--- src/trng_pkg.sv ---
package trng_pkg;

  // raw source is sampled once every SAMPLE_CYC clocks
  localparam int unsigned SAMPLE_CYC = 8;
  localparam int unsigned SMP_W      = 3;
  localparam logic [SMP_W-1:0] SMP_LAST = 3'h7;

  // total failure: this many equal raw bits in a row
  localparam int unsigned RUN_W = 6;
  localparam logic [RUN_W-1:0] TOT_RUN_LIMIT = 6'h30;

  // raw bits are delayed this long before use, so a failure
  // is always seen before any bit made after its onset (total failure only; a defect shows at window end)
  localparam int unsigned DLY_LEN = 48;

  // online test: ones counted over a window of raw bits
  localparam int unsigned WIN_W  = 8;
  localparam int unsigned ONES_W = 9;
  localparam logic [WIN_W-1:0]  WIN_LAST = 8'hff;
  localparam logic [ONES_W-1:0] ONES_LO  = 9'h064;
  localparam logic [ONES_W-1:0] ONES_HI  = 9'h09c;

  // output words and buffer
  localparam int unsigned WORD_W     = 16;
  localparam int unsigned FIFO_DEPTH = 16;
  localparam int unsigned CNT_W      = 5;
  localparam logic [CNT_W-1:0] BITS_8  = 5'h08;
  localparam logic [CNT_W-1:0] BITS_16 = 5'h10;

  // health gate states
  typedef enum logic [2:0] {
    ST_START = 3'b001,
    ST_RUN   = 3'b010,
    ST_FAIL  = 3'b100
  } gate_state_e;

endpackage

--- src/trng_fifo.sv ---
module trng_fifo
  import trng_pkg::*;
#(
  parameter int unsigned WIDTH = 16,
  parameter int unsigned DEPTH = 16
)
(
  input  wire logic             clock,
  input  wire logic             rst_n,
  input  wire logic             flush,
  input  wire logic             wr_valid,
  output logic                  wr_ready,
  input  wire logic [WIDTH-1:0] wr_data,
  output logic                  rd_valid,
  input  wire logic             rd_ready,
  output logic      [WIDTH-1:0] rd_data
);

  localparam int unsigned AW = $clog2(DEPTH);

  logic [WIDTH-1:0] mem [DEPTH];   // storage, never reset
  logic [AW:0]      wr_ptr_r;      // extra bit tells full from empty
  logic [AW:0]      rd_ptr_r;
  logic [AW:0]      wr_ptr_nxt;
  logic [AW:0]      rd_ptr_nxt;
  logic             do_wr;
  logic             do_rd;

  // full when pointers differ only in the wrap bit
  assign wr_ready = (wr_ptr_r != {~rd_ptr_r[AW], rd_ptr_r[AW-1:0]});
  assign rd_valid = (wr_ptr_r != rd_ptr_r);
  assign rd_data  = mem[rd_ptr_r[AW-1:0]];
  assign do_wr    = wr_valid && wr_ready && !flush;
  assign do_rd    = rd_valid && rd_ready && !flush;

  // pointer update; flush drops all stored words at once
  always_comb
  begin
    wr_ptr_nxt = wr_ptr_r;
    rd_ptr_nxt = rd_ptr_r;
    if (flush)
    begin
      wr_ptr_nxt = '0;
      rd_ptr_nxt = '0;
    end
    else
    begin
      if (do_wr)
        wr_ptr_nxt = wr_ptr_r + 1'b1;
      if (do_rd)
        rd_ptr_nxt = rd_ptr_r + 1'b1;
    end
  end

  always_ff @(posedge clock or negedge rst_n)
  begin
    if (!rst_n)
    begin
      wr_ptr_r <= '0;
      rd_ptr_r <= '0;
    end
    else
    begin
      wr_ptr_r <= wr_ptr_nxt;
      rd_ptr_r <= rd_ptr_nxt;
    end
  end

  // storage write, no reset needed on data
  always_ff @(posedge clock)
  begin
    if (do_wr)
      mem[wr_ptr_r[AW-1:0]] <= wr_data;
  end

endmodule

--- src/physical_trng_health_gate.sv ---
//Contract
// - raw bits come from physical source
// - startup total failure blocks all output
// - withhold words using bits after failure (code: total failure only; a defect is seen at window end)
// - online test at startup and always
// - no words before startup pass or after defect
// - online test continuous, bounded detection time
// - output words 8 or 16 bits
// - entropy per bit above 0.997; the ones bounds pass down to about 0.965
module physical_trng_health_gate
  import trng_pkg::*;
(
  input  wire logic              clock,
  input  wire logic              resetn,
  input  wire logic              raw_bit,
  input  wire logic              wide16,
  input  wire logic              out_ready,
  output logic      [WORD_W-1:0] out_data,
  output logic                   out_valid,
  output logic                   rng_ok,
  output logic                   fail_sticky,
  output logic                   fail_total,
  output logic                   fail_defect
);

  // reset release synchroniser
  logic rst_s1_r;
  logic rst_n;

  always_ff @(posedge clock or negedge resetn)
  begin
    if (!resetn)
    begin
      rst_s1_r <= 1'b0;
      rst_n    <= 1'b0;
    end
    else
    begin
      rst_s1_r <= 1'b1;
      rst_n    <= rst_s1_r;
    end
  end

  // raw pin synchroniser and sample divider
  logic             raw_s1_r;   // read only by raw_s2_r
  logic             raw_s2_r;
  logic [SMP_W-1:0] smp_cnt_r;
  logic [SMP_W-1:0] smp_cnt_nxt;
  logic             smp_tick;   // one raw bit taken this cycle

  assign smp_tick = (smp_cnt_r == SMP_LAST);

  // free running: sampling never waits for software
  always_comb
  begin
    smp_cnt_nxt = smp_cnt_r + 1'b1;
  end

  always_ff @(posedge clock or negedge rst_n)
  begin
    if (!rst_n)
    begin
      raw_s1_r  <= 1'b0;
      raw_s2_r  <= 1'b0;
      smp_cnt_r <= '0;
    end
    else
    begin
      raw_s1_r  <= raw_bit;
      raw_s2_r  <= raw_s1_r;
      smp_cnt_r <= smp_cnt_nxt;
    end
  end

  // health tests: run length and windowed ones count
  logic              last_bit_r;
  logic [RUN_W-1:0]  run_cnt_r;
  logic [WIN_W-1:0]  win_cnt_r;
  logic [ONES_W-1:0] ones_r;
  logic              last_bit_nxt;
  logic [RUN_W-1:0]  run_cnt_nxt;
  logic [WIN_W-1:0]  win_cnt_nxt;
  logic [ONES_W-1:0] ones_nxt;
  logic [ONES_W-1:0] ones_sum;
  logic              tot_fail_det;  // stuck source seen
  logic              win_end;       // last bit of a window
  logic              defect_det;    // window out of bounds

  assign ones_sum = ones_r + ONES_W'(raw_s2_r);
  assign win_end  = smp_tick && (win_cnt_r == WIN_LAST);
  // the bias bounds pass 100 to 156 ones per 256 bits, down to about 0.965 entropy per bit
  assign defect_det = win_end &&
                      ((ones_sum < ONES_LO) || (ones_sum > ONES_HI));
  assign tot_fail_det = smp_tick && (raw_s2_r == last_bit_r) &&
                        (run_cnt_r == TOT_RUN_LIMIT - 1'b1);

  // both tests run on every sample, in every state
  always_comb
  begin
    last_bit_nxt = last_bit_r;
    run_cnt_nxt  = run_cnt_r;
    win_cnt_nxt  = win_cnt_r;
    ones_nxt     = ones_r;
    if (smp_tick)
    begin
      last_bit_nxt = raw_s2_r;
      // saturate so a long stuck run stays detected
      if (raw_s2_r != last_bit_r)
        run_cnt_nxt = 6'h01;
      else if (run_cnt_r != TOT_RUN_LIMIT)
        run_cnt_nxt = run_cnt_r + 1'b1;
      win_cnt_nxt = win_cnt_r + 1'b1;
      ones_nxt    = win_end ? '0 : ones_sum;
    end
  end

  always_ff @(posedge clock or negedge rst_n)
  begin
    if (!rst_n)
    begin
      last_bit_r <= 1'b0;
      run_cnt_r  <= '0;
      win_cnt_r  <= '0;
      ones_r     <= '0;
    end
    else
    begin
      last_bit_r <= last_bit_nxt;
      run_cnt_r  <= run_cnt_nxt;
      win_cnt_r  <= win_cnt_nxt;
      ones_r     <= ones_nxt;
    end
  end

  // gate state machine and failure flags
  gate_state_e state_r;
  gate_state_e state_nxt;
  logic        rng_ok_r;
  logic        fail_r;
  logic        tot_r;
  logic        def_r;
  logic        rng_ok_nxt;
  logic        fail_nxt;
  logic        tot_nxt;
  logic        def_nxt;
  logic        go_fail;   // leave service this cycle

  assign go_fail = (state_r != ST_FAIL) && (tot_fail_det || defect_det);

  // failure is final until reset: a weak source is not retried
  always_comb
  begin
    state_nxt = state_r;
    case (state_r)
      ST_START:
      begin
        if (go_fail)
          state_nxt = ST_FAIL;
        else if (win_end)
          state_nxt = ST_RUN;
      end
      ST_RUN:
      begin
        if (go_fail)
          state_nxt = ST_FAIL;
      end
      ST_FAIL:
        state_nxt = ST_FAIL;
      default:
        state_nxt = ST_FAIL;
    endcase
    rng_ok_nxt = (state_nxt == ST_RUN);
    fail_nxt   = fail_r || go_fail;
    tot_nxt    = tot_r || (go_fail && tot_fail_det);
    def_nxt    = def_r || (go_fail && defect_det);
  end

  always_ff @(posedge clock or negedge rst_n)
  begin
    if (!rst_n)
    begin
      state_r  <= ST_START;
      rng_ok_r <= 1'b0;
      fail_r   <= 1'b0;
      tot_r    <= 1'b0;
      def_r    <= 1'b0;
    end
    else
    begin
      state_r  <= state_nxt;
      rng_ok_r <= rng_ok_nxt;
      fail_r   <= fail_nxt;
      tot_r    <= tot_nxt;
      def_r    <= def_nxt;
    end
  end

  // delay line and word assembly
  logic [DLY_LEN-1:0] dly_r;
  logic [RUN_W-1:0]   dly_cnt_r;
  logic [WORD_W-1:0]  asm_r;
  logic [CNT_W-1:0]   asm_cnt_r;
  logic               asm_w16_r;
  logic               asm_full_r;
  logic [DLY_LEN-1:0] dly_nxt;
  logic [RUN_W-1:0]   dly_cnt_nxt;
  logic [WORD_W-1:0]  asm_nxt;
  logic [CNT_W-1:0]   asm_cnt_nxt;
  logic               asm_w16_nxt;
  logic               asm_full_nxt;
  logic               use_bit;    // delayed bit joins the word
  logic               w16;        // width of the word in progress
  logic               fifo_wr_valid;
  logic               fifo_wr_ready;

  assign w16 = (asm_cnt_r == '0) ? wide16 : asm_w16_r;
  assign use_bit = smp_tick && (dly_cnt_r == DLY_LEN[RUN_W-1:0]) &&
                   !asm_full_r && (state_r == ST_RUN) && !go_fail;
  assign fifo_wr_valid = asm_full_r && (state_r == ST_RUN) && !go_fail;

  // a bit leaves the delay only after 48 later bits passed the
  // stuck test; bits arriving while the buffer is full are lost
  always_comb
  begin
    dly_nxt      = dly_r;
    dly_cnt_nxt  = dly_cnt_r;
    asm_nxt      = asm_r;
    asm_cnt_nxt  = asm_cnt_r;
    asm_w16_nxt  = asm_w16_r;
    asm_full_nxt = asm_full_r;
    if (smp_tick)
    begin
      dly_nxt = {dly_r[DLY_LEN-2:0], raw_s2_r};
      if (dly_cnt_r != DLY_LEN[RUN_W-1:0])
        dly_cnt_nxt = dly_cnt_r + 1'b1;
    end
    if ((state_r != ST_RUN) || go_fail)
    begin
      // partial word is discarded on any failure
      asm_nxt      = '0;
      asm_cnt_nxt  = '0;
      asm_full_nxt = 1'b0;
    end
    else if (fifo_wr_valid && fifo_wr_ready)
    begin
      asm_nxt      = '0;
      asm_cnt_nxt  = '0;
      asm_full_nxt = 1'b0;
    end
    else if (use_bit)
    begin
      asm_nxt      = {asm_r[WORD_W-2:0], dly_r[DLY_LEN-1]};
      asm_cnt_nxt  = asm_cnt_r + 1'b1;
      asm_w16_nxt  = w16;
      asm_full_nxt = (asm_cnt_nxt == (w16 ? BITS_16 : BITS_8));
    end
  end

  always_ff @(posedge clock or negedge rst_n)
  begin
    if (!rst_n)
    begin
      dly_r      <= '0;
      dly_cnt_r  <= '0;
      asm_r      <= '0;
      asm_cnt_r  <= '0;
      asm_w16_r  <= 1'b0;
      asm_full_r <= 1'b0;
    end
    else
    begin
      dly_r      <= dly_nxt;
      dly_cnt_r  <= dly_cnt_nxt;
      asm_r      <= asm_nxt;
      asm_cnt_r  <= asm_cnt_nxt;
      asm_w16_r  <= asm_w16_nxt;
      asm_full_r <= asm_full_nxt;
    end
  end

  // word buffer, flushed on failure
  logic              fifo_rd_valid;
  logic              fifo_rd_ready;
  logic [WORD_W-1:0] fifo_rd_data;

  trng_fifo #(
    .WIDTH (WORD_W),
    .DEPTH (FIFO_DEPTH)
  ) u_fifo (
    .clock    (clock),
    .rst_n    (rst_n),
    .flush    (go_fail),
    .wr_valid (fifo_wr_valid),
    .wr_ready (fifo_wr_ready),
    .wr_data  (asm_r),
    .rd_valid (fifo_rd_valid),
    .rd_ready (fifo_rd_ready),
    .rd_data  (fifo_rd_data)
  );

  // registered output stage
  logic              out_valid_r;
  logic [WORD_W-1:0] out_data_r;
  logic              out_valid_nxt;
  logic [WORD_W-1:0] out_data_nxt;

  assign fifo_rd_ready = (state_r == ST_RUN) && !go_fail &&
                         (!out_valid_r || out_ready);

  // a held word is dropped, not delivered, once a failure shows
  always_comb
  begin
    out_valid_nxt = out_valid_r;
    out_data_nxt  = out_data_r;
    if ((state_r != ST_RUN) || go_fail)
    begin
      out_valid_nxt = 1'b0;
      out_data_nxt  = '0;
    end
    else if (fifo_rd_ready && fifo_rd_valid)
    begin
      out_valid_nxt = 1'b1;
      out_data_nxt  = fifo_rd_data;
    end
    else if (out_ready)
      out_valid_nxt = 1'b0;
  end

  always_ff @(posedge clock or negedge rst_n)
  begin
    if (!rst_n)
    begin
      out_valid_r <= 1'b0;
      out_data_r  <= '0;
    end
    else
    begin
      out_valid_r <= out_valid_nxt;
      out_data_r  <= out_data_nxt;
    end
  end

  assign out_valid   = out_valid_r;
  assign out_data    = out_data_r;
  assign rng_ok      = rng_ok_r;
  assign fail_sticky = fail_r;
  assign fail_total  = tot_r;
  assign fail_defect = def_r;

  // cycles since the last window closed; one window span is too
  // long for a delay range, so the bound is checked on a count
  localparam int unsigned WIN_CYC = SAMPLE_CYC << WIN_W;
  logic [WIN_W+SMP_W:0] win_age_r;
  logic [WIN_W+SMP_W:0] win_age_nxt;

  // helper only; it could wrap, but the check trips long before
  always_comb
  begin
    win_age_nxt = win_end ? '0 : win_age_r + 1'b1;
  end

  always_ff @(posedge clock or negedge rst_n)
  begin
    if (!rst_n)
      win_age_r <= '0;
    else
      win_age_r <= win_age_nxt;
  end
endmodule

--- config.mk ---
export PLATFORM = sky130hd
export DESIGN_NAME = physical_trng_health_gate
export DESIGN_NICKNAME = d
export VERILOG_FILES = /design/src/trng_pkg.sv /design/src/trng_fifo.sv /design/src/physical_trng_health_gate.sv
export SDC_FILE = /design/constraint.sdc
export NUM_CORES = 1
export LEC_CHECK = 0
export BUFFER_PORTS_ARGS = -buffer_cell sky130_fd_sc_hd__buf_4
export CAP_MARGIN = 20
export CELL_PAD_IN_SITES_DETAIL_PLACEMENT = 1
export CELL_PAD_IN_SITES_GLOBAL_PLACEMENT = 2
export CORE_UTILIZATION = 50
export DETAILED_ROUTE_END_ITERATION = 8
export MAX_ROUTING_LAYER = met4
export PLACE_DENSITY = 0.93
export SYNTH_ARGS = -nofsm -noshare
export SYNTH_HDL_FRONTEND = slang
export SYNTH_SLANG_ARGS = --single-unit
--- constraint.sdc ---
create_clock -name clock -period 11.35 [get_ports clock]
set_input_delay 1.7025 -clock clock [delete_from_list [all_inputs] [get_ports clock]]
set_output_delay 1.7025 -clock clock [all_outputs]
set_load 0.01 [all_outputs]
* Yosys cells after proc, flatten, opt, wreduce, memory -nomap -nowiden
Memory sizes are Yosys's and may differ from the RTL's.
Cells that the tools add are included.
** Storage, ports and cells
- Input bits :: 5
- Bits in registers :: 142
- Memory bits (writable) :: 256
- Word-level logic and storage cells :: 122
- Memories kept :: 1
** Cells by class
- $add $sub $neg :: 8
- Bitwise operators :: 3
- Muxes and demuxes :: 29
- Magnitude comparators :: 2
- Reduce and logical (&&, ||, !) cells :: 39
- Equal/unequal tests :: 16
** Memory list
- u_fifo.mem :: depth 16, bits a word 16, rd ports 1, clocked after Yosys merged registers in 0, write ports 1, RTL line trng_fifo.sv:21 : logic [WIDTH-1:0] mem [DEPTH];
** Operators by type and width (count)
- two-way mux 16 bit :: 5
- two-way mux 5 bit :: 8
- logical AND 1 bit :: 19
- adder 5 x 1 -> 5 bit (second input constant) :: 3
- adder 6 x 1 -> 6 bit (second input constant) :: 2
- == test 6 bit (second input constant) :: 2
- two-way mux 6 bit :: 2
- inequality test 6 bit (second input constant) :: 2
- inequality test 5 bit :: 2
- adder 9 x 1 -> 9 bit :: 1
- greater-than comparator 9 x 8 -> 1 bit (second input constant) :: 1
- less-than comparator 9 x 7 -> 1 bit (second input constant) :: 1
- two-way mux 1 bit :: 9
- two-way mux 3 bit :: 3
- two-way mux 9 bit :: 1
- adder 8 x 1 -> 8 bit (second input constant) :: 1
- == test 8 bit (second input constant) :: 1
- nonzero test 2 bit :: 4
- logical OR 1 bit :: 7
- == test 3 x 2 -> 1 bit (second input constant) :: 2
- one-hot mux 3 bit (2 select lines) :: 1
- nonzero test 3 bit :: 2
- == test 5 bit :: 1
- zero test 5 bit :: 1
- other kinds (11) :: 16

* Depth between registers and ports, before layout
- Word-level depth :: 13
- Gate-level depth with buffers :: 11

* Cells and area by module
A second synthesis with hierarchy kept.
** Second synthesis, totals
- Cells, all modules :: 1056
- Area total of the unflattened synthesis :: 16529.6 um2
** By module, submodules not included
- trng_fifo :: cells an instance 567, area each 10538.9 um2, instances 1
- physical_trng_health_gate :: cells an instance 489, area each 5990.7 um2, instances 1

* Worst setup path after synthesis
No wires, ideal clock.
- Path kind :: flip-flop to flip-flop
- From :: register raw_s2_r
- To :: memory u_fifo.mem[3][0], enable pin
- Clock period less this slack :: 3.603 ns
- Buffers on the path :: 1
- Cell stages (with the launch flop) :: 11
- Arrival time :: 3.194 ns
- Required time :: 10.941 ns
- Path slack :: 7.747 ns
- Path through :: dfrtp_1 ha_1 ha_1 buf_4 and4_4 and3_1 xnor2_1 nor3_2 a21o_2 nand3_2 nor3_1
** Between the ends
- Cells in the longest elaborated chain, start to end :: 12
- Elaborated cells between the ends (all ways) :: 16
- Those cells by class :: 1 x add/sub; 2 x order compare; 1 x eq/ne; 2 x mux; 10 x reduce/logical
** RTL lines
- start, declared :: RTL line physical_trng_health_gate.sv:46 : logic raw_s2_r;
- start signal, assigned :: RTL line physical_trng_health_gate.sv:70 : raw_s2_r <= raw_s1_r;
- adder 9 x 1 -> 9 bit :: RTL line physical_trng_health_gate.sv:89 : assign ones_sum = ones_r + ONES_W'(raw_s2_r);
- less-than comparator 9 x 7 -> 1 bit or greater-than comparator 9 x 8 -> 1 bit (tied branches) :: RTL line physical_trng_health_gate.sv:93 : ((ones_sum < ONES_LO) || (ones_sum > ONES_HI));
- logical OR 1 bit :: RTL line physical_trng_health_gate.sv:93
- logical AND 1 bit :: RTL line physical_trng_health_gate.sv:92 : assign defect_det = win_end &&
- logical OR 1 bit * :: RTL line physical_trng_health_gate.sv:148 : assign go_fail = (state_r != ST_FAIL) && (tot_fail_det || defect_det);
- logical AND 1 bit * :: RTL line physical_trng_health_gate.sv:148
- zero test 1 bit * :: RTL line trng_fifo.sv:33, physical_trng_health_gate.sv:219
- logical AND 1 bit :: RTL line physical_trng_health_gate.sv:219 : assign fifo_wr_valid = asm_full_r && (state_r == ST_RUN) && !go_fail;
- logical AND 1 bit :: RTL line trng_fifo.sv:33 : assign do_wr = wr_valid && wr_ready && !flush;
- logical AND 1 bit * :: RTL line trng_fifo.sv:33
- two-way mux 1 bit * :: RTL line trng_fifo.sv:72 : if (do_wr)
- two-way mux 1 bit (implied by the code) * :: RTL line trng_fifo.sv:73 : mem[wr_ptr_r[AW-1:0]] <= wr_data;
- end, declared :: RTL line trng_fifo.sv:21
Mark *: on every way between the ends. The rest lies on a longest branch, timed or not.

* Worst setup path in the final report
- From :: register smp_cnt_r[0]
- To :: memory u_fifo.mem[13][7], enable pin
** Between the ends
- Cells in the longest elaborated chain, start to end :: 11
- Elaborated cells between the ends (all ways) :: 13
- Those cells by class :: 1 x eq/ne; 2 x mux; 10 x reduce/logical
** RTL lines
- start, declared :: RTL line physical_trng_health_gate.sv:47 : logic [SMP_W-1:0] smp_cnt_r;
- start signal, assigned :: RTL line physical_trng_health_gate.sv:71 : smp_cnt_r <= smp_cnt_nxt;
- == test 3 bit * :: RTL line physical_trng_health_gate.sv:51 : assign smp_tick = (smp_cnt_r == SMP_LAST);
- logical AND 1 bit (on tied branches) :: RTL line physical_trng_health_gate.sv:94, physical_trng_health_gate.sv:90
- logical AND 1 bit (on tied branches) :: RTL line physical_trng_health_gate.sv:94, physical_trng_health_gate.sv:92
- logical OR 1 bit * :: RTL line physical_trng_health_gate.sv:148
- logical AND 1 bit * :: RTL line physical_trng_health_gate.sv:148
- zero test 1 bit * :: RTL line trng_fifo.sv:33, physical_trng_health_gate.sv:219
- logical AND 1 bit :: RTL line physical_trng_health_gate.sv:219
- logical AND 1 bit :: RTL line trng_fifo.sv:33
- logical AND 1 bit * :: RTL line trng_fifo.sv:33
- two-way mux 1 bit * :: RTL line trng_fifo.sv:72
- two-way mux 1 bit (implied by the code) * :: RTL line trng_fifo.sv:73
Marked as above.

==> summary.md <==
| Metric | Value |
|---|---|
| Status | finished, final reports clean |
| Setup TNS | 0 ps |
| Layout area overhead | 12.87% |
| Commonest non-fill, non-tap cell in the layout | edfxtp_1 |
| Post-synthesis compound-gate area fraction | under 10% |
| RSZ-0062 raised after global routing | no |
| Synth Area in Adders | 1.402% |
| P_leak | 7.249 nW |
| Max-slew violation count | 0 |
| RePlAce Congestion | between 0.7 and 0.8 |
| Largest net degree at the start of global routing | 65 |
| Area of the multi-input gates | ~4600 µm² |
| First-pass GRT wire length | a little over 60,000 µm |
| Synth Area in XOR/XNOR | approximately 1.7% |
| CTS max path bufs | 3 |
| Die Area | ~33,000 µm² |
| Root buffer cell | clkbuf_16 |
| Slew HR | roughly 28% |
| CTS tree | built |
| PostCTS Resize Cnt | 0 |
| Crit Path Category | flop to flop |
| CTS Buf Count | 41 |
| Most frequent cells in the layout | 256 x edfxtp_1, 138 x dfrtp_1, 66 x mux2i_1 |
| DP Area | between 15,000 and 20,000 µm² |
| Total number of vias | ~9,400 |
| Crit-path max FO | 44 |
| Worst-Margin Slew | 1071 ps |
| Sink Count | between 300 and 400 |
| Post-Route WL | ~39,000 µm |
| Initial Util | 50.90% |
| Final Cycle Share | 38.78% |
| Chip width | 181.2 µm |
| Post-synthesis mux area share | ~13% |
| DR vias/cell | 6.244 |
| 1st-pass router iterations | 5 |
| Commonest register cell after synthesis | edfxtp_1 |
| Port Buffers | 25 |
| Tmin final | 4401 ps |
| DRC Markers | 0 |
| DPL Wire Length | roughly 24,000 µm |
| Mapped Avg Cell Area | 15.60 µm² |
| Vias in the first global route | about 10,000 |
| Max cap viols | 0 |
| I/O pins | 26 |
| Iter 0 DRT Violations | ~640 |
| Clock-pin slew on the worst setup and hold paths | approximately 60 ps |
| Post-synth EDFFs | roughly 260 |
| Ys async rst share | about 36% |
| FF+latch area | roughly 11,000 µm² |
| Gr ovfl total | 0 |
| DRT antenna net count | 0 |
| YS warnings | 0 |
| Critical path arrival | ~4600 ps |
| Final setup viols | 0 |
| FILL cells | 2,922 |
| GRT Overall Usage | between 20% and 30% |
| WP data required | 11,590 ps |
| Synth Cell Area | around 16,000 µm² |
| Final setup skew | around 27 ps |
| Setup repair bufs after CTS | 0 |
| Chip height | 181.2 µm |
| Final hold violation count | 0 |
| Hold Path Class | flop to asynchronous set/reset pin |
| Post-cts hold buffer count | 0 |
| Pre-CTS WS | 7017 ps |
| Main combinational cell family by area after synthesis | multiplexers |
| Crit path capture type | flop |
| Synthesis-stage register bit count | 397 |
| Layout cells sized above 1 | between 10% and 20% |
| Final Cell Area | about 18,000 µm² |
| Initial antenna violation count | 0 |
| Post-Syn Instances | 1,030 |
| Core area | about 32,000 µm² |
| Post-Syn Nets | 1,053 |
| Depth of the CTS H-tree | 2 |
| Yosys cell types | around 60 |
| Max VDD drop | ~0.13 mV |
| Rows | 65 |
| Startpoint types | flop |
| Ant. Diodes | 0 |
| Final worst slack | 6949 ps |
| PD cells | around 160 nW/µm² |
| # nets final | 1,096 |
| Fmax | around 230 MHz |
| Simple-gate share of the synthesized area | between 6 and 7% |
| Post-synthesis sequential area ratio | 69.83% |
| DR WL/cell | between 20 and 30 µm |
| Clock Latency Late Sink | 540 ps |
| FF-to-FF path depth | 11 |
## cells by family after synthesis
kind of cell,after synthesis
other cells,1
compound gates,161
buf+inv,69
mux,151
flops,397
xor+xnor,31
fa+ha+maj,18
simple gates,202
## power breakdown
group	internal, mW	switching [mW]	total, mW
clock network	0.778	0.548	1.33
registers	1.54	0.0190	1.55
logic	0.0217	0.0277	0.0494
## worst max-delay path, cell delays in order (launching register included)
cell and delay [ps]:
dfrtp_1 380, ha_1 200, ha_2 360, buf_4 380, nand4_1 180, nor2_1 100, and3_1 340, nor3_1 440
a21o_2 270, nand3_1 210, nor2_1 860, buf_4 350
## cell usage after synthesis (10+ instances only)
| cell | number | area, µm² |
|---|---|---|
| dfrtp_1 | 140 | 3503 |
| nand2_1 | 56 | 210.2 |
| inv_1 | 13 | 48.80 |
| a21oi_1 | 47 | 235.2 |
| o22ai_1 | 16 | 100.1 |
| mux4_2 | 35 | 788.3 |
| ha_1 | 18 | 225.2 |
| mux2_2 | 50 | 563.0 |
| edfxtp_1 | 256 | 7687 |
| clkbuf_1 | 29 | 108.9 |
| a211oi_1 | 18 | 135.1 |
| nand2b_1 | 12 | 75.07 |
| xor2_1 | 10 | 87.58 |
| buf_2 | 16 | 80.08 |
| o221ai_1 | 30 | 262.8 |
| nand3_1 | 40 | 200.2 |
| xnor2_1 | 21 | 183.9 |
| o21ai_0 | 21 | 105.1 |
| nor2_1 | 47 | 176.4 |
| mux2i_1 | 66 | 660.6 |
## path summary, 6_finish.rpt
kind / end / startpoint / slack, ps
setup / recovery: u_fifo.mem[13][7] / smp_cnt_r[0] / 6950
hold / removal: asm_r[8] / rst_n / 260
setup reg to reg: u_fifo.mem[13][7] / smp_cnt_r[0] / 6950
hold reg to reg: asm_r[8] / rst_n / 260
max in group asynchronous: dly_r[41] / rst_n / 9260
min in group clock: rst_n / rst_s1_r / 350
## flip-flops by register name (all words and copies together) (netlist names), 3 cells and up
name	count
u_fifo.rd_ptr_r	5
run_cnt_r	6
u_fifo.mem	256
out_data	16
u_fifo.wr_ptr_r	5
win_cnt_r	8
ones_r	9
state_r	3
asm_cnt_r	5
dly_cnt_r	6
asm_r	16
smp_cnt_r	3
dly_r	48
## layout make-up
| class | count | share of cell area (%) |
|---|---|---|
| flip-flops and latches | 397 | 61.91 |
| multi-input cells | 564 | 25.37 |
| clock buffers | 58 | 6.570 |
| repair buffers | 55 | 2.277 |
| clock inverters | 17 | 0.8075 |
| inverters | 14 | 0.2899 |
| well taps | 402 | 2.774 |
## through the flow
stage,utilization (%),cells,power (mW),hold WS (ps)
floorplan,-,1030,1.618,331.2
global placement,53.22,1432,1.630,289.9
detailed placement,53.22,1432,1.634,298.0
CTS,57.45,1507,2.947,278.1
global route,57.45,1507,3.003,293.4
finish,57.45,1507,2.930,260.6
## per-layer routing
layer  routed length [µm]  GRT usage (%)
met4                 1589          10.81
met3                 1857          3.366
met2                20250          43.09
met5                    0              -
met1                15490          30.82
No activity file was read; power rests on OpenSTA's default activity.
